<file path="src/hdl/ach1_cfg_regs_end.sv">
// Holds no logic; the bank lives in ach1_cfg_regs.sv with its register cell in ach1_field.sv.

</file>
<file path="src/hdl/ach1_pkg.sv">
// Package with the register map, field layout and decode constants of the channel one configuration bank.
`default_nettype none
package ach1_pkg;
    // Control page and register offsets.
    localparam logic [7:0] CFG_PAGE       = 8'h00;
    localparam logic [7:0] SETUP_OFFSET   = 8'h3c;
    localparam logic [7:0] GAIN_OFFSET    = 8'h3d;
    localparam logic [7:0] VOLUME_OFFSET  = 8'h3e;
    localparam logic [7:0] TRIM_OFFSET    = 8'h3f;

    // Reset values.
    localparam logic [7:0] SETUP_RESET    = 8'h00;
    localparam logic [7:0] GAIN_RESET     = 8'h00;
    localparam logic [7:0] VOLUME_RESET   = 8'hc9;
    localparam logic [7:0] TRIM_RESET     = 8'h80;

    // Writable bits of each register; reserved bits are zero here.
    localparam logic [7:0] SETUP_MASK     = 8'hfd;
    localparam logic [7:0] GAIN_MASK      = 8'hfc;
    localparam logic [7:0] VOLUME_MASK    = 8'hff;
    localparam logic [7:0] TRIM_MASK      = 8'hf0;

    // Field positions of the input setup register.
    localparam int KIND_BIT      = 7;
    localparam int SRC_MSB       = 6;
    localparam int SRC_LSB       = 5;
    localparam int COUPLING_BIT  = 4;
    localparam int IMP_MSB       = 3;
    localparam int IMP_LSB       = 2;
    localparam int AGC_EN_BIT    = 0;

    // Field positions of the gain and trim registers.
    localparam int GAIN_MSB      = 7;
    localparam int GAIN_LSB      = 2;
    localparam int TRIM_MSB      = 7;
    localparam int TRIM_LSB      = 4;

    // Mode bit of the global automatic gain control register.
    localparam int AGC_GLOBAL_MODE_BIT = 3;

    // Decode limits.
    localparam logic [5:0] GAIN_MAX_CODE     = 6'h2a;
    localparam logic [7:0] VOLUME_MUTE_CODE  = 8'h00;
    localparam logic [8:0] VOLUME_ZERO_CODE  = 9'h0c9;

    // Input source selection.
    typedef enum logic [1:0] {
        ACH1_SRC_ANA_DIFF,
        ACH1_SRC_ANA_SE,
        ACH1_SRC_PDM,
        ACH1_SRC_RSVD
    } ach1_src_t;

    // Input impedance selection.
    typedef enum logic [1:0] {
        ACH1_IMP_2K5,
        ACH1_IMP_10K,
        ACH1_IMP_20K,
        ACH1_IMP_RSVD
    } ach1_imp_t;

    // One register access from the serial control port.
    typedef struct packed {
        logic       wr;
        logic       rd;
        logic [7:0] page;
        logic [7:0] addr;
        logic [7:0] wdata;
    } ach1_req_t;
endpackage : ach1_pkg
`default_nettype wire

</file>
<file path="src/hdl/ach1_field.sv">
// One configuration register with a reset value and a mask of writable bits.
`default_nettype none
module ach1_field #(
    parameter int         W         = 8,
    parameter logic [7:0] RST_VALUE = 8'h00,
    parameter logic [7:0] WR_MASK   = 8'hff
) (
    input  wire logic         core_clk,
    input  wire logic         rst,
    input  wire logic         wr_en,
    input  wire logic [W-1:0] wdata,
    output var  logic [W-1:0] value_ff
);
    logic [W-1:0] nxt_value;

    // Masked bits never store a one, so reserved bits read back as zero.
    always_comb
    begin
        nxt_value = value_ff;
        if (wr_en)
        begin
            nxt_value = wdata & WR_MASK[W-1:0];
        end
    end

    // Synchronous reset to the register's documented value.
    always_ff @(posedge core_clk)
    begin
        if (rst)
        begin
            value_ff <= RST_VALUE[W-1:0] & WR_MASK[W-1:0];
        end
        else
        begin
            value_ff <= nxt_value;
        end
    end
endmodule : ach1_field
`default_nettype wire

</file>
<file path="src/hdl/ach1_cfg_regs.sv">
// Channel one configuration register bank with decoded, registered settings for the analog and digital paths.
// How it works
// - Bit 7 of the input setup register chooses microphone input at 0 and line input at 1, and resets to 0.
// - Bits 6 to 5 pick analog differential, analog single-ended, PDM microphone, or a reserved code.
// - Bit 4 picks AC coupling at 0 and DC coupling at 1, and matters only on an analog source.
// - Bits 3 to 2 pick about 2.5, 10 or 20 kilohm input impedance, code 3 reserved, analog sources only.
// - Bit 0 enables automatic gain control, which then runs as bit 3 of the global AGC register says.
// - The six gain bits 7 to 2 give code times 1 dB for codes up to 42; higher codes are reserved.
// - Volume code 0 mutes and codes 1 to 255 step 0.5 dB from -100 dB up to 27 dB.
// - The volume register resets to 0xC9, which is 0 dB, and the setup and gain registers to zero.
// - The gain trim register sits at page 0 offset 0x3F and resets to 0x80.
`default_nettype none
module ach1_cfg_regs (
    input  wire logic                core_clk,
    input  wire logic                rst,
    input  wire ach1_pkg::ach1_req_t reg_req,
    input  wire logic [7:0]          agc_global_config_reg,
    output var  logic [7:0]          reg_rdata_ff,
    output var  logic                reg_rvalid_ff,
    output var  logic                input_kind_sel_ff,
    output var  ach1_pkg::ach1_src_t input_source_sel_ff,
    output var  logic                analog_path_ff,
    output var  logic                pdm_path_ff,
    output var  logic                coupling_sel_ff,
    output var  ach1_pkg::ach1_imp_t input_impedance_sel_ff,
    output var  logic                impedance_apply_ff,
    output var  logic                auto_gain_run_ff,
    output var  logic [5:0]          analog_gain_code_ff,
    output var  logic                gain_reserved_ff,
    output var  logic                volume_mute_ff,
    output var  logic signed [8:0]   volume_half_db_ff,
    output var  logic [3:0]          gain_trim_code_ff
);
    logic       page_hit;
    logic       wr_setup;
    logic       wr_gain;
    logic       wr_volume;
    logic       wr_trim;
    logic [7:0] setup_q;
    logic [7:0] gain_q;
    logic [7:0] volume_q;
    logic [7:0] trim_q;
    logic [7:0] nxt_rdata;
    logic       nxt_rvalid;

    logic                nxt_kind;
    ach1_pkg::ach1_src_t nxt_src;
    logic                nxt_analog;
    logic                nxt_pdm;
    logic                nxt_coupling;
    ach1_pkg::ach1_imp_t nxt_imp;
    logic                nxt_imp_apply;
    logic                nxt_agc_run;
    logic [5:0]          nxt_gain;
    logic                nxt_gain_rsvd;
    logic                nxt_mute;
    logic signed [8:0]   nxt_half_db;
    logic [3:0]          nxt_trim;

    // Write strobes per register; other pages never touch this bank.
    assign page_hit  = (reg_req.page == ach1_pkg::CFG_PAGE);
    assign wr_setup  = reg_req.wr && page_hit && (reg_req.addr == ach1_pkg::SETUP_OFFSET);
    assign wr_gain   = reg_req.wr && page_hit && (reg_req.addr == ach1_pkg::GAIN_OFFSET);
    assign wr_volume = reg_req.wr && page_hit && (reg_req.addr == ach1_pkg::VOLUME_OFFSET);
    assign wr_trim   = reg_req.wr && page_hit && (reg_req.addr == ach1_pkg::TRIM_OFFSET);

    // Storage for the four registers; masks keep reserved bits at zero.
    ach1_field #(.W(8), .RST_VALUE(ach1_pkg::SETUP_RESET), .WR_MASK(ach1_pkg::SETUP_MASK)) u_setup (
        .core_clk (core_clk),
        .rst      (rst),
        .wr_en    (wr_setup),
        .wdata    (reg_req.wdata),
        .value_ff (setup_q)
    );
    ach1_field #(.W(8), .RST_VALUE(ach1_pkg::GAIN_RESET), .WR_MASK(ach1_pkg::GAIN_MASK)) u_gain (
        .core_clk (core_clk),
        .rst      (rst),
        .wr_en    (wr_gain),
        .wdata    (reg_req.wdata),
        .value_ff (gain_q)
    );
    ach1_field #(.W(8), .RST_VALUE(ach1_pkg::VOLUME_RESET), .WR_MASK(ach1_pkg::VOLUME_MASK)) u_volume (
        .core_clk (core_clk),
        .rst      (rst),
        .wr_en    (wr_volume),
        .wdata    (reg_req.wdata),
        .value_ff (volume_q)
    );
    ach1_field #(.W(8), .RST_VALUE(ach1_pkg::TRIM_RESET), .WR_MASK(ach1_pkg::TRIM_MASK)) u_trim (
        .core_clk (core_clk),
        .rst      (rst),
        .wr_en    (wr_trim),
        .wdata    (reg_req.wdata),
        .value_ff (trim_q)
    );

    // Read decode; an unmapped address or page answers zero so software never sees stale data.
    always_comb
    begin
        nxt_rvalid = reg_req.rd;
        nxt_rdata  = 8'h00;
        if (!reg_req.rd || !page_hit)
        begin
            nxt_rdata = 8'h00;
        end
        else if (reg_req.addr == ach1_pkg::SETUP_OFFSET)
        begin
            nxt_rdata = setup_q & ach1_pkg::SETUP_MASK;
        end
        else if (reg_req.addr == ach1_pkg::GAIN_OFFSET)
        begin
            nxt_rdata = gain_q & ach1_pkg::GAIN_MASK;
        end
        else if (reg_req.addr == ach1_pkg::VOLUME_OFFSET)
        begin
            nxt_rdata = volume_q;
        end
        else if (reg_req.addr == ach1_pkg::TRIM_OFFSET)
        begin
            nxt_rdata = trim_q & ach1_pkg::TRIM_MASK;
        end
    end

    // Decode of stored settings into the controls that steer the channel.
    always_comb
    begin
        nxt_kind      = setup_q[ach1_pkg::KIND_BIT];
        nxt_src       = ach1_pkg::ach1_src_t'(setup_q[ach1_pkg::SRC_MSB:ach1_pkg::SRC_LSB]);
        nxt_analog    = (nxt_src == ach1_pkg::ACH1_SRC_ANA_DIFF) || (nxt_src == ach1_pkg::ACH1_SRC_ANA_SE);
        nxt_pdm       = (nxt_src == ach1_pkg::ACH1_SRC_PDM);
        // Coupling and impedance are forced to their neutral codes on a non-analog source.
        nxt_coupling  = nxt_analog && setup_q[ach1_pkg::COUPLING_BIT];
        nxt_imp       = ach1_pkg::ach1_imp_t'(setup_q[ach1_pkg::IMP_MSB:ach1_pkg::IMP_LSB]);
        nxt_imp_apply = nxt_analog && (nxt_imp != ach1_pkg::ACH1_IMP_RSVD);
        if (!nxt_analog)
        begin
            nxt_imp = ach1_pkg::ACH1_IMP_2K5;
        end
        nxt_agc_run   = setup_q[ach1_pkg::AGC_EN_BIT] && agc_global_config_reg[ach1_pkg::AGC_GLOBAL_MODE_BIT];
        // A reserved gain code falls back to 0 dB rather than driving an undefined amplifier step.
        nxt_gain      = gain_q[ach1_pkg::GAIN_MSB:ach1_pkg::GAIN_LSB];
        nxt_gain_rsvd = (nxt_gain > ach1_pkg::GAIN_MAX_CODE);
        if (nxt_gain_rsvd)
        begin
            nxt_gain = 6'h00;
        end
        nxt_mute      = (volume_q == ach1_pkg::VOLUME_MUTE_CODE);
        nxt_half_db   = $signed(9'({1'b0, volume_q} - ach1_pkg::VOLUME_ZERO_CODE));
        nxt_trim      = trim_q[ach1_pkg::TRIM_MSB:ach1_pkg::TRIM_LSB];
    end

    // All top outputs are registered; the decode lags a write by one extra cycle.
    always_ff @(posedge core_clk)
    begin
        if (rst)
        begin
            reg_rdata_ff           <= 8'h00;
            reg_rvalid_ff          <= 1'b0;
            input_kind_sel_ff      <= 1'b0;
            input_source_sel_ff    <= ach1_pkg::ACH1_SRC_ANA_DIFF;
            analog_path_ff         <= 1'b1;
            pdm_path_ff            <= 1'b0;
            coupling_sel_ff        <= 1'b0;
            input_impedance_sel_ff <= ach1_pkg::ACH1_IMP_2K5;
            impedance_apply_ff     <= 1'b1;
            auto_gain_run_ff       <= 1'b0;
            analog_gain_code_ff    <= 6'h00;
            gain_reserved_ff       <= 1'b0;
            volume_mute_ff         <= 1'b0;
            volume_half_db_ff      <= 9'sh000;
            gain_trim_code_ff      <= ach1_pkg::TRIM_RESET[ach1_pkg::TRIM_MSB:ach1_pkg::TRIM_LSB];
        end
        else
        begin
            reg_rdata_ff           <= nxt_rdata;
            reg_rvalid_ff          <= nxt_rvalid;
            input_kind_sel_ff      <= nxt_kind;
            input_source_sel_ff    <= nxt_src;
            analog_path_ff         <= nxt_analog;
            pdm_path_ff            <= nxt_pdm;
            coupling_sel_ff        <= nxt_coupling;
            input_impedance_sel_ff <= nxt_imp;
            impedance_apply_ff     <= nxt_imp_apply;
            auto_gain_run_ff       <= nxt_agc_run;
            analog_gain_code_ff    <= nxt_gain;
            gain_reserved_ff       <= nxt_gain_rsvd;
            volume_mute_ff         <= nxt_mute;
            volume_half_db_ff      <= nxt_half_db;
            gain_trim_code_ff      <= nxt_trim;
        end
    end

    // A write of the setup register shows on the input type two cycles later.
    property p_kind_follows_write;
        @(posedge core_clk) disable iff (rst)
        wr_setup |-> ##2 (input_kind_sel_ff == $past(reg_req.wdata[7], 2));
    endproperty
    a_kind_follows_write: assert property (p_kind_follows_write) else $error("input type does not follow write");

    // Source code and the analog or PDM path flags agree.
    property p_source_decode;
        @(posedge core_clk) disable iff (rst)
        ##1 (pdm_path_ff == (input_source_sel_ff == ach1_pkg::ACH1_SRC_PDM))
            && (analog_path_ff == (input_source_sel_ff inside {ach1_pkg::ACH1_SRC_ANA_DIFF, ach1_pkg::ACH1_SRC_ANA_SE}));
    endproperty
    a_source_decode: assert property (p_source_decode) else $error("source decode mismatch");

    // DC coupling is only ever reported on an analog path.
    property p_coupling_analog_only;
        @(posedge core_clk) disable iff (rst)
        coupling_sel_ff |-> analog_path_ff && $past(setup_q[ach1_pkg::COUPLING_BIT]);
    endproperty
    a_coupling_analog_only: assert property (p_coupling_analog_only) else $error("coupling set off analog path");

    // Impedance is applied only on analog sources with a defined code.
    property p_impedance_apply;
        @(posedge core_clk) disable iff (rst)
        impedance_apply_ff |-> analog_path_ff && (input_impedance_sel_ff != ach1_pkg::ACH1_IMP_RSVD);
    endproperty
    a_impedance_apply: assert property (p_impedance_apply) else $error("impedance applied wrongly");

    // Automatic gain runs exactly when enabled and the global mode bit is set.
    property p_agc_run;
        @(posedge core_clk) disable iff (rst)
        ##1 auto_gain_run_ff == ($past(setup_q[ach1_pkg::AGC_EN_BIT])
            && $past(agc_global_config_reg[ach1_pkg::AGC_GLOBAL_MODE_BIT]));
    endproperty
    a_agc_run: assert property (p_agc_run) else $error("agc run flag wrong");

    // A valid gain code passes through and is not flagged as reserved.
    property p_gain_map;
        @(posedge core_clk) disable iff (rst)
        (gain_q[7:2] <= ach1_pkg::GAIN_MAX_CODE) |=> (analog_gain_code_ff == $past(gain_q[7:2])) && !gain_reserved_ff;
    endproperty
    a_gain_map: assert property (p_gain_map) else $error("gain code not mapped");

    // Non-zero volume is unmuted with the half-dB offset from code 201.
    property p_volume_map;
        @(posedge core_clk) disable iff (rst)
        (volume_q != 8'h00) |=> !volume_mute_ff
            && (volume_half_db_ff == $signed(9'({1'b0, $past(volume_q)} - ach1_pkg::VOLUME_ZERO_CODE)));
    endproperty
    a_volume_map: assert property (p_volume_map) else $error("volume decode wrong");

    // Reset values of setup, gain and volume.
    property p_reset_values;
        @(posedge core_clk)
        rst |=> (volume_q == 8'hc9) && (setup_q == 8'h00) && (gain_q == 8'h00);
    endproperty
    a_reset_values: assert property (p_reset_values) else $error("bad reset value");

    // A read of offset 0x3F right after reset returns 0x80.
    property p_trim_reset_read;
        @(posedge core_clk) disable iff (rst)
        ($past(rst) && reg_req.rd && page_hit && (reg_req.addr == 8'h3f) && !$past(wr_trim)) |=> (reg_rdata_ff == 8'h80);
    endproperty
    a_trim_reset_read: assert property (p_trim_reset_read) else $error("trim reset read wrong");

    // Reserved bits of setup, gain and trim always read as zero.
    property p_reserved_zero;
        @(posedge core_clk) disable iff (rst)
        (reg_req.rd && page_hit && (reg_req.addr inside {8'h3c, 8'h3d, 8'h3f}))
            |=> ((reg_rdata_ff & ~(($past(reg_req.addr) == 8'h3c) ? 8'hfd :
                 (($past(reg_req.addr) == 8'h3d) ? 8'hfc : 8'hf0))) == 8'h00);
    endproperty
    a_reserved_zero: assert property (p_reserved_zero) else $error("reserved bit read non-zero");
endmodule : ach1_cfg_regs
`default_nettype wire

</file>
<file path="config.mk">
export PLATFORM = sky130hd
export DESIGN_NAME = ach1_cfg_regs
export DESIGN_NICKNAME = d
export VERILOG_FILES = /design/src/hdl/ach1_cfg_regs_end.sv /design/src/hdl/ach1_pkg.sv /design/src/hdl/ach1_field.sv /design/src/hdl/ach1_cfg_regs.sv
export SDC_FILE = /design/constraint.sdc
export NUM_CORES = 1
export LEC_CHECK = 0
export ABC_CLOCK_PERIOD_IN_PS = 2750
export BUFFER_PORTS_ARGS = -buffer_cell sky130_fd_sc_hd__buf_2
export CORE_ASPECT_RATIO = 0.5
export CORE_UTILIZATION = 50
export CTS_CLUSTER_SIZE = 12
export DETAILED_ROUTE_END_ITERATION = 7
export PLACE_DENSITY = 0.78
export SETUP_SLACK_MARGIN = 0.05
export SYNTH_ARGS = -nofsm -noshare
export SYNTH_HDL_FRONTEND = slang
export SYNTH_SLANG_ARGS = --single-unit
</file>
<file path="constraint.sdc">
create_clock -name core_clk -period 2.75 [get_ports core_clk]
set_clock_uncertainty 0.15 [all_clocks]
set_input_delay 0.55 -clock core_clk [delete_from_list [all_inputs] [get_ports core_clk]]
set_output_delay 0.55 -clock core_clk [all_outputs]
set_load 0.02 [all_outputs]
</file>
Word-level counts from Yosys, hierarchy flattened
Cells that the tools add are included.

cells by class
  add/subtract/negate cells = 1
  order comparisons = 1
  equality and inequality tests = 7
  mux-type cells = 4
  bitwise logic cells = 1
  reduce and logical (&&, ||, !) cells = 19

operator list
  kind                                                   number
  equality test 8 x 6 -> 1 bit (second input constant)   4
  2-to-1 mux 8 bit                                       4
  zero test 8 bit                                        2
  subtractor 8 x 8 -> 9 bit (second input constant)      1
  logical AND 1 bit                                      8
  greater-than comparator 6 bit (second input constant)  1
  OR reduction 2 bit                                     3
  OR reduction 4 bit                                     1
  equality test 2 x 1 -> 1 bit (second input constant)   1
  equality test 2 bit (second input constant)            1
  zero test 1 bit                                        2
  zero test 2 bit                                        1
  logical OR 1 bit                                       2
  != test 2 bit (second input constant)                  1
  NOT 1 bit                                              1

storage, ports and cells
  register bits = 65
  input port bits = 36
  output and inout port bits = 40
  word-level logic and storage cells = 53

Depth between registers and ports, before layout
Gate-level depths: netlist (run 1).

  depth after elaboration = 5
  depth in mapped cells = 7
  gate-level depth less buffers = 6

Hierarchy
A second synthesis (run 1) with hierarchy kept.

second synthesis, totals
  cell total of the unflattened synthesis = 232
  area, all modules = 2,467.4 µm²

by module, submodules not included
  module                  instances  cells an instance  area an instance (µm²)  seq. area each (µm²)
  ach1_cfg_regs           1          142                1,500.2                 800.8
  ach1_field at u_volume  1          26                 297.8                   160.2
  ach1_field at u_setup   1          24                 259.0                   140.1
  ach1_field at u_gain    1          22                 232.7                   120.1
  ach1_field at u_trim    1          18                 177.7                   80.1

Worst setup path before layout (run 1)
No wires, ideal clock.

  path kind = in2reg
  from = input port reg_req[21] (netlist name)
  to = register u_setup.value_ff[2]
  setup time = 0.132 ns
  data arrival time = 2.043 ns
  required time = 2.468 ns
  setup slack = 0.424 ns
  stages = 6
  buffers on the path = 2
  path through = or4_4 or4_4 buf_6 buf_8 o21ai_1 a21oi_1

on the way
  longest elaborated chain between the ends = 3

RTL lines
  element                          RTL line             source
  start: declaration               ach1_cfg_regs.sv:16  input wire ach1_pkg::ach1_req_t reg_req,
  zero test 8 bit                  ach1_cfg_regs.sv:61  assign page_hit = (reg_req.page == ach1_pkg::CFG_PAGE);
  logical AND 1 bit (2 in series)  ach1_cfg_regs.sv:62  assign wr_setup = reg_req.wr && page_hit && (reg_req.addr == ach1_pkg::SETUP_OFFSET);
  end signal: assignment           ach1_field.sv:31     value_ff <= RST_VALUE[W-1:0] & WR_MASK[W-1:0];
  end signal: assignment           ach1_field.sv:35     value_ff <= nxt_value;
  end: declaration                 ach1_field.sv:12     output var logic [W-1:0] value_ff

No other way between the ends.
A chain may end at the register's enable or synchronous reset.

Final worst setup path (run 1)
  from = input port reg_req[17] (netlist name)
  to = register u_volume.value_ff[3]

on the way
  longest elaborated chain between the ends = 3

RTL lines
  element                          RTL line             source
  zero test 8 bit                  ach1_cfg_regs.sv:61
  logical AND 1 bit (2 in series)  ach1_cfg_regs.sv:64  assign wr_volume = reg_req.wr && page_hit && (reg_req.addr == ach1_pkg::VOLUME_OFFSET);
  end signal: assignment           ach1_field.sv:31
  end signal: assignment           ach1_field.sv:35
  end: declaration                 ach1_field.sv:12

No other way between the ends.

==> results.sh, run 1 <==
export IMPL_worst_path_largest_cell_delay_ns=0.67
export IMPL_diodes=0
export IMPL_root_buffer="clkbuf_8"
export IMPL_io_pin_count=76
export IMPL_hold_path_class="flip-flop to flip-flop"
export IMPL_cts_buffer_depth=2
export IMPL_synthFlopType="dfxtp_1"
export IMPL_grt_max_degree=29
export IMPL_critPathArrivalTime_ns=2.31
export IMPL_cts_sinks=65
export IMPL_synth_warnings=0
export IMPL_tns_ns=0
export IMPL_h_tree_depth=3
export IMPL_critPathMaxFanout=18
export IMPL_setup_viol=0
export IMPL_avgRoutedWirePerCell_um=14.6
export IMPL_hold_viol=0
export IMPL_cp_depth=5
export IMPL_multiInputGateArea_um2=1020
export IMPL_ant_nets=0
export IMPL_rrSetupSlack_ns=1.32
export IMPL_ff2ff_path_depth=4
export IMPL_startpoint_type="input port"
export IMPL_drt_total_wl_um=5660
export IMPL_rsz0062_at_grt="false"
export IMPL_place_congestion=0.878
export IMPL_area_growth_pct=22.8
export IMPL_rows=17
export IMPL_async_reset_ff_frac=0
export IMPL_synth_seq_area_share=0.537
export IMPL_io_buffers=68
export IMPL_drt_initial_drc_count=168
export IMPL_max_cap_violations=0
export IMPL_fmax_ghz=0.456
export IMPL_drc=0
export IMPL_grt_pass1_wl_um=9050
export IMPL_critPathKind="input port to flip-flop"
export IMPL_crit_buf_inv=1
export IMPL_post_cts_setup_buffers=0
export IMPL_maxSlewHeadroom=0.679
export IMPL_peakVddDrop_uv=262
export IMPL_crit_required_ns=2.86
export IMPL_dpl_hpwl_um=3970
export IMPL_ctsHoldBuffers=0
export IMPL_dieArea_um2=5140
export IMPL_grt_use_total=0.241
export IMPL_hold_end="pdm_path_ff"
export IMPL_worst_pin_slew_ns=0.481
export IMPL_insertion_delay_ns=0.34
export IMPL_busiest_layer="met2"
export IMPL_die_y_um=51.2
export IMPL_grt_pass1_vias=1965
export IMPL_path_cells="buf_2 > or4_1 > or4_4 > nor2_4 > mux2i_1"
export IMPL_synthCells=251
export IMPL_nFillCells=405
export IMPL_use_met2=0.386
export IMPL_synth_area_um2=2420
export IMPL_drv_slew=0
export IMPL_grt_use_met1=0.292
export IMPL_slowest_stage="or4_4"
export IMPL_grt_remaining_overflow=0
export IMPL_seq_area_um2=1300
export IMPL_coreArea_um2=4530
export IMPL_vias_per_cell=5.31
export IMPL_path_delay_family="simple AND/OR/NAND/NOR gates"
export IMPL_nets=356
export IMPL_cts_repair_resized=0
export IMPL_end_kind="flip-flop"
export IMPL_hp_start="u_setup.value_ff[5]"
export IMPL_grt_use_met3=0.0862
export IMPL_vias=2067
export IMPL_die_w_um=100
export IMPL_finalPower_w=0.00180
export IMPL_path_clk_slew_ns=0.06
export IMPL_numCtsBuffers=9
export IMPL_firstDrtPassIters=5
export IMPL_synth_edf_count=0
export IMPL_p_per_area_nw_per_um2=605
export IMPL_synth_cell_types=40
export IMPL_drive_above_1_share=0.282
export IMPL_r2r_start="u_volume.value_ff[0]"
export IMPL_leakage_nw=1.31
export IMPL_syn_area_per_cell_um2=9.65
export IMPL_post_route_period_util=0.798
export IMPL_min_path_cells=1
export IMPL_ys_ff_latch=65
export IMPL_start_util=0.534
export IMPL_period_minus_slack_ns=2.20
export IMPL_synth_nets=289
export IMPL_cts_tree="done"
export IMPL_antenna_found_initial=0
export IMPL_status="complete, no violations"
export IMPL_worstReg2RegEnd="volume_half_db_ff[7]"
## how the worst max path moves through the flow
| stage | startpoint | to | slack, ns |
|---|---|---|---|
| 6_report | reg_req[17] | u_volume.value_ff[3] | 0.55 |
| 3_3_place_gp | reg_req[17] | u_volume.value_ff[0] | 0.26 |
| 2_1_floorplan | reg_req[21] | u_setup.value_ff[2] | 0.42 |
| 5_1_grt | reg_req[21] | reg_rdata_ff[2] | 0.50 |
| 4_1_cts | reg_req[17] | u_volume.value_ff[3] | 0.57 |
| 3_5_place_dp | reg_req[17] | u_volume.value_ff[3] | 0.23 |
## metrics by stage
stage | hold slack (ns) | cell area [um^2] | utilization | instances | worst slack, ns
2_1_floorplan | 0.257 | 2420 | - | 251 | 0.424
3_3_place_gp | 0.293 | 2790 | 0.615 | 373 | 0.260
3_5_place_dp | 0.294 | 2790 | 0.615 | 373 | 0.228
4_1_cts | 0.302 | 2970 | 0.656 | 389 | 0.566
5_1_grt | 0.300 | 2970 | 0.656 | 389 | 0.503
6_report | 0.309 | 2970 | 0.656 | 389 | 0.555
## routing by layer
layer | routed length [um] | share of wire
met1 | 2510 | 0.44
met2 | 2670 | 0.47
met5 | 0 | 0
met3 | 389 | 0.069
met4 | 101 | 0.018
## cell usage after synthesis (2+ instances only)
library cell   n  area, um^2
buf_2          2        10.0
mux2i_1       14         140
nor3_1         2        10.0
nor2_1        25        93.8
or4_4          2        22.5
nand2_1       11        41.3
o21ai_0        8        40.0
ha_1           2        25.0
dfxtp_1       65        1300
nand2b_1      13        81.3
inv_1          7        26.3
o221ai_1       4        35.0
nand3_1       11        55.1
nor4_1         5        31.3
nor2b_1        6        37.5
o21ai_2        2        17.5
or2_2          2        12.5
a2111oi_0      2        17.5
a21oi_1       15        75.1
and2_1         9        56.3
clkbuf_1       9        33.8
a21o_1         3        22.5
nand4_1        2        12.5
o21ai_1       14        70.1
## worst register-to-register path, stage by stage, from the launching register on
cell     delay, ns
dfxtp_1       0.35
o31a_1        0.36
o31ai_1       0.25
xor2_1        0.17
nor2_1        0.05
## layout make-up
cell class              instances  area share
clock buffers                  13      0.0501
inverters                       7     0.00883
flip-flops and latches         65       0.438
clock inverters                 3      0.0135
multi-input cells             165       0.343
repair buffers                 70       0.119
well taps                      66      0.0278
## layout by cell type (no fill, tap or decap), types with 2 or more instances in the layout
cell	Yosys	final
buf_2	2	68
dfxtp_1	65	65
nor2_1	25	25
a21oi_1	15	15
mux2i_1	14	14
o21ai_1	14	14
nand2b_1	13	13
nand2_1	11	11
nand3_1	11	11
clkbuf_8	0	10
and2_1	9	9
o21ai_0	8	8
inv_1	7	7
nor2b_1	6	6
nor4_1	5	5
o221ai_1	4	4
a21o_1	3	3
clkbuf_1	9	3
or4_4	2	2
or2_2	2	2
a2111oi_0	2	2
nor3_1	2	2
o21ai_2	2	2
nand4_1	2	2
ha_1	2	2
clkinv_2	0	2
buf_4	0	2
## cell families (layout without fill, tap and decap cells)
kind of cell | after synthesis | in the layout | synth area share
flip-flops | 65 | 65 | 0.537
AND/OR/NAND/NOR | 95 | 95 | 0.219
buffers and inverters | 21 | 93 | 0.0413
multiplexers | 14 | 14 | 0.0579
adder cells (fa/ha/maj) | 2 | 2 | 0.0103
AO/OA/AOI/OAI | 52 | 52 | 0.127
XOR/XNOR | 2 | 2 | 0.00724
## sequential cells by signal (all words and copies together), names as in the netlist, 2 cells and up
register,flops
gain_trim_code_ff,4
analog_gain_code_ff,6
u_trim.value_ff,4
u_volume.value_ff,8
reg_rdata_ff,8
volume_half_db_ff,9
input_impedance_sel_ff,2
u_setup.value_ff,7
input_source_sel_ff,2
u_gain.value_ff,6
## power breakdown
group	switching, W	leakage (nW)	internal [W]	total [W]
Combinational	0.0000475	0.692	0.0000280	0.0000755
Clock	0.000340	0.0974	0.000441	0.000781
Sequential	0.000000149	0.524	0.000942	0.000942
Total	0.000387	1.31	0.00141	0.00180
No activity file was read; power rests on OpenSTA's default activity.
==> run 2, diff against run 1 <==
--- a/config.mk
+++ b/config.mk
@@ -5,13 +5,14 @@
 export SDC_FILE = /design/constraint.sdc
 export NUM_CORES = 1
 export LEC_CHECK = 0
-export ABC_CLOCK_PERIOD_IN_PS = 2750
+export ABC_AREA = 1
+export ABC_CLOCK_PERIOD_IN_PS = 1800
 export BUFFER_PORTS_ARGS = -buffer_cell sky130_fd_sc_hd__buf_2
 export CORE_ASPECT_RATIO = 0.5
-export CORE_UTILIZATION = 50
+export CORE_UTILIZATION = 46
 export CTS_CLUSTER_SIZE = 12
 export DETAILED_ROUTE_END_ITERATION = 7
-export PLACE_DENSITY = 0.78
+export PLACE_DENSITY = 0.74
 export SETUP_SLACK_MARGIN = 0.05
 export SYNTH_ARGS = -nofsm -noshare
 export SYNTH_HDL_FRONTEND = slang
==> constraint.sdc (replaced) <==
create_clock -name core_clk -period 1.8 [get_ports core_clk]
set_clock_uncertainty 0.15 [all_clocks]
set_input_delay 0.36 -clock core_clk [delete_from_list [all_inputs] [get_ports core_clk]]
set_output_delay 0.36 -clock core_clk [all_outputs]
set_load 0.02 [all_outputs]
==> run 2 against run 1 <==
Total power grew 93%. Critical path type is now flip-flop to flip-flop. Clock-buffer cell count is the same. Sequential share of layout area is 6.4 points lower. Critical endpoint is now volume_half_db_ff[8]. Largest cell class unchanged. Non-clock buffer count up 8.
==> results.sh, run 2 <==
export IMPL_layout_common_cells="nand2_1 (87), buf_2 (68), nor2_1 (66)"
export IMPL_multiInputGateArea_um2=1100
export IMPL_synth_nets=413
export IMPL_maxSlewHeadroom=0.654
export IMPL_dp_slack_ns=0.131
export IMPL_avgRoutedWirePerCell_um=11.7
export IMPL_rows=19
export IMPL_rsz0062_at_grt="false"
export IMPL_end_kind="flip-flop"
export IMPL_firstDrtPassIters=5
export IMPL_crit_end="volume_half_db_ff[8]"
export IMPL_hold_viol=0
export IMPL_cts_tree="done"
export IMPL_insertion_delay_ns=0.32
export IMPL_vias=2526
export IMPL_critPathArrivalTime_ns=1.45
export IMPL_io_buffers=68
export IMPL_drt_initial_drc_count=152
export IMPL_worstSetupStartpoint="u_volume.value_ff[0]"
export IMPL_place_congestion=0.830
export IMPL_dpl_hpwl_um=4310
export IMPL_vias_per_cell=4.79
export IMPL_h_tree_depth=3
export IMPL_rrSetupSlack_ns=0.40
export IMPL_die_y_um=56.5
export IMPL_nFillCells=500
export IMPL_post_route_period_util=0.777
export IMPL_path_clk_slew_ns=0.05
export IMPL_antenna_found_initial=0
export IMPL_dpl_cell_area_um2=3160
export IMPL_worst_path_largest_cell_delay_ns=0.37
export IMPL_numCtsBuffers=9
export IMPL_drt_total_wl_um=6160
export IMPL_async_reset_ff_frac=0
export IMPL_start_util=0.488
export IMPL_grt_use_total=0.212
export IMPL_r2r_start="u_volume.value_ff[0]"
export IMPL_ctsHoldBuffers=0
export IMPL_tns_ns=0
export IMPL_worstReg2RegEnd="volume_half_db_ff[8]"
export IMPL_drv_slew=0
export IMPL_synth_top_cells_by_area="dfxtp_1 (48%), nand2_1 (12%), nor2_1 (9.1%), inv_1 (8.5%), nand4_1 (6.4%)"
export IMPL_synthFlopType="dfxtp_1"
export IMPL_final_common_cell="nand2_1"
export IMPL_root_buffer="clkbuf_16"
export IMPL_coreArea_um2=5590
export IMPL_startpoint_type="flip-flop"
export IMPL_synth_edf_count=0
export IMPL_seq_area_um2=1300
export IMPL_grt_pass1_vias=2183
export IMPL_status="complete, no violations"
export IMPL_synthCells=375
export IMPL_synth_seq_area_share=0.477
export IMPL_critPathMaxFanout=4
export IMPL_synth_most_common_cell="nand2_1"
export IMPL_crit_required_ns=1.85
export IMPL_dieArea_um2=6260
export IMPL_design_area_um2=3490
export IMPL_period_minus_slack_ns=1.40
export IMPL_cts_repair_resized=0
export IMPL_grt_remaining_overflow=0
export IMPL_grt_pass1_wl_um=10200
export IMPL_ys_ff_latch=65
export IMPL_critPathKind="flip-flop to flip-flop"
export IMPL_io_pin_count=76
export IMPL_die_w_um=111
export IMPL_fin_util=0.624
export IMPL_diodes=0
export IMPL_setup_viol=0
export IMPL_p_per_area_nw_per_um2=994
export IMPL_leakage_nw=1.77
export IMPL_netlist_top_cells_count="nand2_1 (87), nor2_1 (66), dfxtp_1 (65), inv_1 (62), nand4_1 (28)"
export IMPL_nets=488
export IMPL_worst_slack_ns=0.402
export IMPL_top_register="volume_half_db_ff"
export IMPL_cts_buffer_depth=2
export IMPL_slowest_stage="dfxtp_1"
export IMPL_post_cts_setup_buffers=0
export IMPL_ant_nets=0
export IMPL_grt_max_degree=31
export IMPL_drc=0
export IMPL_fmax_ghz=0.715
export IMPL_synth_top_area_share=0.477
export IMPL_area_growth_pct=27.8
export IMPL_synth_area_um2=2730
export IMPL_max_cap_violations=0
export IMPL_drive_above_1_share=0.236
export IMPL_yosys_area_top_type="dfxtp_1"
export IMPL_peakVddDrop_uv=602
export IMPL_synth_warnings=0
export IMPL_worst_pin_slew_ns=0.518
export IMPL_top_regs="volume_half_db_ff x9, reg_rdata_ff x8, u_volume.value_ff x8"
export IMPL_path_cells="inv_1 > ha_1 > nand2_1 > nand2_1 > nand3_1 > nand2_1 > inv_1 > a21oi_1"
export IMPL_synth_cell_types=26
export IMPL_hold_path_class="input port to flip-flop"
export IMPL_ff2ff_path_depth=8
export IMPL_largest_reg_flops=9
export IMPL_min_path_cells=3
export IMPL_cts_sinks=65
export IMPL_syn_area_per_cell_um2=7.28
export IMPL_path_common_cell="nand2_1"
-- run 2: cell families (layout without fill, tap and decap cells) --
logic type	Yosys count	in the layout	share of synthesized area
compound gates	18	18	0.0335
flops	65	65	0.477
simple gates	213	213	0.360
fa+ha+maj	2	2	0.00917
buf+inv	77	156	0.120
-- run 2: through the flow --
step	power [W]	hold WS [ns]	cells
after CTS	0.00349	0.111	527
final	0.00347	0.120	527
after detailed placement	0.00160	0.290	512
after floorplan	0.00154	0.261	375
after global routing	0.00357	0.124	527
after global placement	0.00160	0.283	512
-- run 2: how the worst min path moves through the flow --
stage	endpoint	startpoint
6_report	auto_gain_run_ff	agc_global_config_reg[3]
5_1_grt	auto_gain_run_ff	agc_global_config_reg[3]
4_1_cts	auto_gain_run_ff	agc_global_config_reg[3]
3_5_place_dp	input_kind_sel_ff	u_setup.value_ff[7]
3_3_place_gp	input_kind_sel_ff	u_setup.value_ff[7]
2_1_floorplan	pdm_path_ff	u_setup.value_ff[5]
-- run 2: cell type report --
cell class / instances / area share
clock buffer: 13 / 0.0775
tap: 73 / 0.0262
inverter: 63 / 0.0678
timing repair buffer: 78 / 0.123
clock inverter: 2 / 0.0172
sequential: 65 / 0.373
multi-input combinational: 233 / 0.315
-- run 2: routing by layer --
layer	routed length, um	global-route usage	vias up
met5	0	0	-
met4	82	0.0819	0
met3	452	0.0562	9
met2	2620	0.319	96
met1	3000	0.291	1109
li1	-	-	1312
-- run 2: critical path, delay by kind of cell (launching register included) --
| family | cells | cell delay (ns) |
|---|---|---|
| adder cells (fa/ha/maj) | 1 | 0.20 |
| buffers and inverters | 2 | 0.16 |
| AND/OR/NAND/NOR | 4 | 0.34 |
| flip-flops | 1 | 0.37 |
| AO/OA/AOI/OAI | 1 | 0.06 |
-- run 2: report_power, final --
group | leakage (nW) | internal [W] | switching, W
clock | 0.162 | 0.00132 | 0.000578
combinational | 1.08 | 0.0000468 | 0.0000826
sequential | 0.524 | 0.00144 | 0.000000213
==> run 3, diff against run 2 <==
--- a/config.mk
+++ b/config.mk
@@ -6,13 +6,13 @@
 export NUM_CORES = 1
 export LEC_CHECK = 0
 export ABC_AREA = 1
-export ABC_CLOCK_PERIOD_IN_PS = 1800
+export ABC_CLOCK_PERIOD_IN_PS = 1300
 export BUFFER_PORTS_ARGS = -buffer_cell sky130_fd_sc_hd__buf_2
 export CORE_ASPECT_RATIO = 0.5
-export CORE_UTILIZATION = 46
+export CORE_UTILIZATION = 51
 export CTS_CLUSTER_SIZE = 12
 export DETAILED_ROUTE_END_ITERATION = 7
-export PLACE_DENSITY = 0.74
+export PLACE_DENSITY = 0.78
 export SETUP_SLACK_MARGIN = 0.05
 export SYNTH_ARGS = -nofsm -noshare
 export SYNTH_HDL_FRONTEND = slang
==> constraint.sdc (replaced) <==
create_clock -name core_clk -period 1.3 [get_ports core_clk]
set_clock_uncertainty 0.15 [all_clocks]
set_input_delay 0.26 -clock core_clk [delete_from_list [all_inputs] [get_ports core_clk]]
set_output_delay 0.26 -clock core_clk [all_outputs]
set_load 0.02 [all_outputs]
==> run 3 against run 2 <==
Non-clock buffer count is 16 higher. Highest routed layer unchanged. Die area is 9.5% lower. Clock power is 12% lower. Global-route usage is 2.5 points higher. Largest power group is now registers.
==> results.sh, run 3 (synthesis results as in run 2) <==
export IMPL_coreArea_um2=5040
export IMPL_worst_slack_ns=0.0704
export IMPL_end_kind="output port"
export IMPL_max_cap_violations=0
export IMPL_grt_pass1_wl_um=9800
export IMPL_cts_tree="done"
export IMPL_drt_total_wl_um=6350
export IMPL_io_pin_count=76
export IMPL_critPathArrivalTime_ns=0.82
export IMPL_top_register="volume_half_db_ff"
export IMPL_grt_use_total=0.237
export IMPL_cts_buffer_depth=2
export IMPL_path_cells="buf_2"
export IMPL_die_w_um=105
export IMPL_vias_per_cell=4.86
export IMPL_drv_slew=0
export IMPL_numCtsBuffers=9
export IMPL_hold_path_class="input port to flip-flop"
export IMPL_ant_nets=0
export IMPL_hold_viol=0
export IMPL_critPathKind="flip-flop to output port"
export IMPL_place_congestion=0.839
export IMPL_status="complete, no violations"
export IMPL_cts_sinks=65
export IMPL_leakage_nw=1.80
export IMPL_worst_pin_slew_ns=0.284
export IMPL_period_minus_slack_ns=1.23
export IMPL_insertion_delay_ns=0.35
export IMPL_drive_above_1_share=0.293
export IMPL_h_tree_depth=3
export IMPL_path_clk_slew_ns=0.07
export IMPL_drt_initial_drc_count=175
export IMPL_setup_viol=0
export IMPL_p_per_area_nw_per_um2=1070
export IMPL_maxSlewHeadroom=0.810
export IMPL_io_buffers=68
export IMPL_layout_common_cells="nand2_1 (83), nor2_1 (63), dfxtp_1 (62)"
export IMPL_critPathMaxFanout=1
export IMPL_final_common_cell="nand2_1"
export IMPL_worst_path_largest_cell_delay_ns=0.32
export IMPL_antenna_found_initial=0
export IMPL_root_buffer="clkbuf_8"
export IMPL_dieArea_um2=5670
export IMPL_die_y_um=53.7
export IMPL_drc=0
export IMPL_post_route_period_util=0.946
export IMPL_rsz0062_at_grt="true"
export IMPL_grt_remaining_overflow=0
export IMPL_diodes=0
export IMPL_rows=18
export IMPL_peakVddDrop_uv=615
export IMPL_post_cts_setup_buffers=0
export IMPL_start_util=0.541
export IMPL_grt_max_degree=32
export IMPL_firstDrtPassIters=4
export IMPL_largest_reg_flops=9
export IMPL_grt_pass1_vias=2137
export IMPL_fmax_ghz=0.813
export IMPL_dpl_hpwl_um=4460
export IMPL_path_delay_family="flip-flops"
export IMPL_crit_buf_inv=1
export IMPL_slowest_stage="dfxtp_1"
export IMPL_dp_slack_ns=-0.187
export IMPL_crit_required_ns=0.89
export IMPL_avgRoutedWirePerCell_um=11.7
export IMPL_nets=504
export IMPL_area_growth_pct=33.0
export IMPL_top_regs="volume_half_db_ff x9, reg_rdata_ff x8, u_volume.value_ff x8"
export IMPL_startpoint_type="flip-flop"
export IMPL_design_area_um2=3630
export IMPL_dpl_cell_area_um2=3330
export IMPL_vias=2629
-- run 3: timing repair --
item                                    4_1_cts  5_1_grt
gates cloned                                  0        0
endpoints found under the hold margin         2        0
resized for setup                             2       30
endpoints found under the setup margin        3       29
hold buffers                                  3        0
-- run 3: cell type report --
class | count | area, um^2
Fill cell | 419 | 1420
Sequential cell | 65 | 1310
Multi-Input combinational cell | 233 | 1140
Timing Repair Buffer | 94 | 667
Inverter | 63 | 236
Clock buffer | 9 | 124
Tap cell | 70 | 87.6
Clock inverter | 7 | 70.1
-- run 3: tightest hold or removal path, stage by stage --
cell,delay [ns]
buf_2,0.09
nand4_1,0.08
nand3_1,0.08
-- run 3: path summary, 6_finish.rpt --
check / start / slack (ns) / to / cells past startpoint
max: input_impedance_sel_ff[0] / 0.07 / input_impedance_sel_ff[0] / 1
min: reg_req[6] / 0.05 / u_volume.value_ff[6] / 3
max reg2reg: u_volume.value_ff[0] / 0.09 / volume_half_db_ff[8] / 8
min reg2reg: u_setup.value_ff[7] / 0.31 / input_kind_sel_ff / 2
-- run 3: metal layers --
layer | up-vias | track usage | share of wire
li1 | 1340 | - | -
met1 | 1168 | 0.308 | 0.48
met2 | 102 | 0.367 | 0.42
met3 | 19 | 0.0702 | 0.066
met4 | 0 | 0.122 | 0.026
met5 | - | 0 | 0
-- run 3: stage by stage --
| step | total power [W] | util | hold WS, ns | cells | setup TNS [ns] |
|---|---|---|---|---|---|
| finish | 0.00388 | 0.719 | 0.0460 | 541 | 0 |
| floorplan | 0.00213 | - | 0.231 | 375 | 0 |
| global placement | 0.00224 | 0.661 | 0.284 | 522 | -3.86 |
| detailed placement | 0.00224 | 0.661 | 0.293 | 522 | -4.43 |
| global route | 0.00401 | 0.719 | 0.0824 | 541 | -0.0867 |
| CTS | 0.00390 | 0.707 | 0.0403 | 541 | 0 |
-- run 3: where the power goes --
group	leakage (nW)	switching, W	internal [W]	total [W]
clock	0.0994	0.000795	0.000883	0.00168
combinational	1.18	0.000121	0.0000883	0.000210
sequential	0.524	0.000000257	0.00199	0.00199
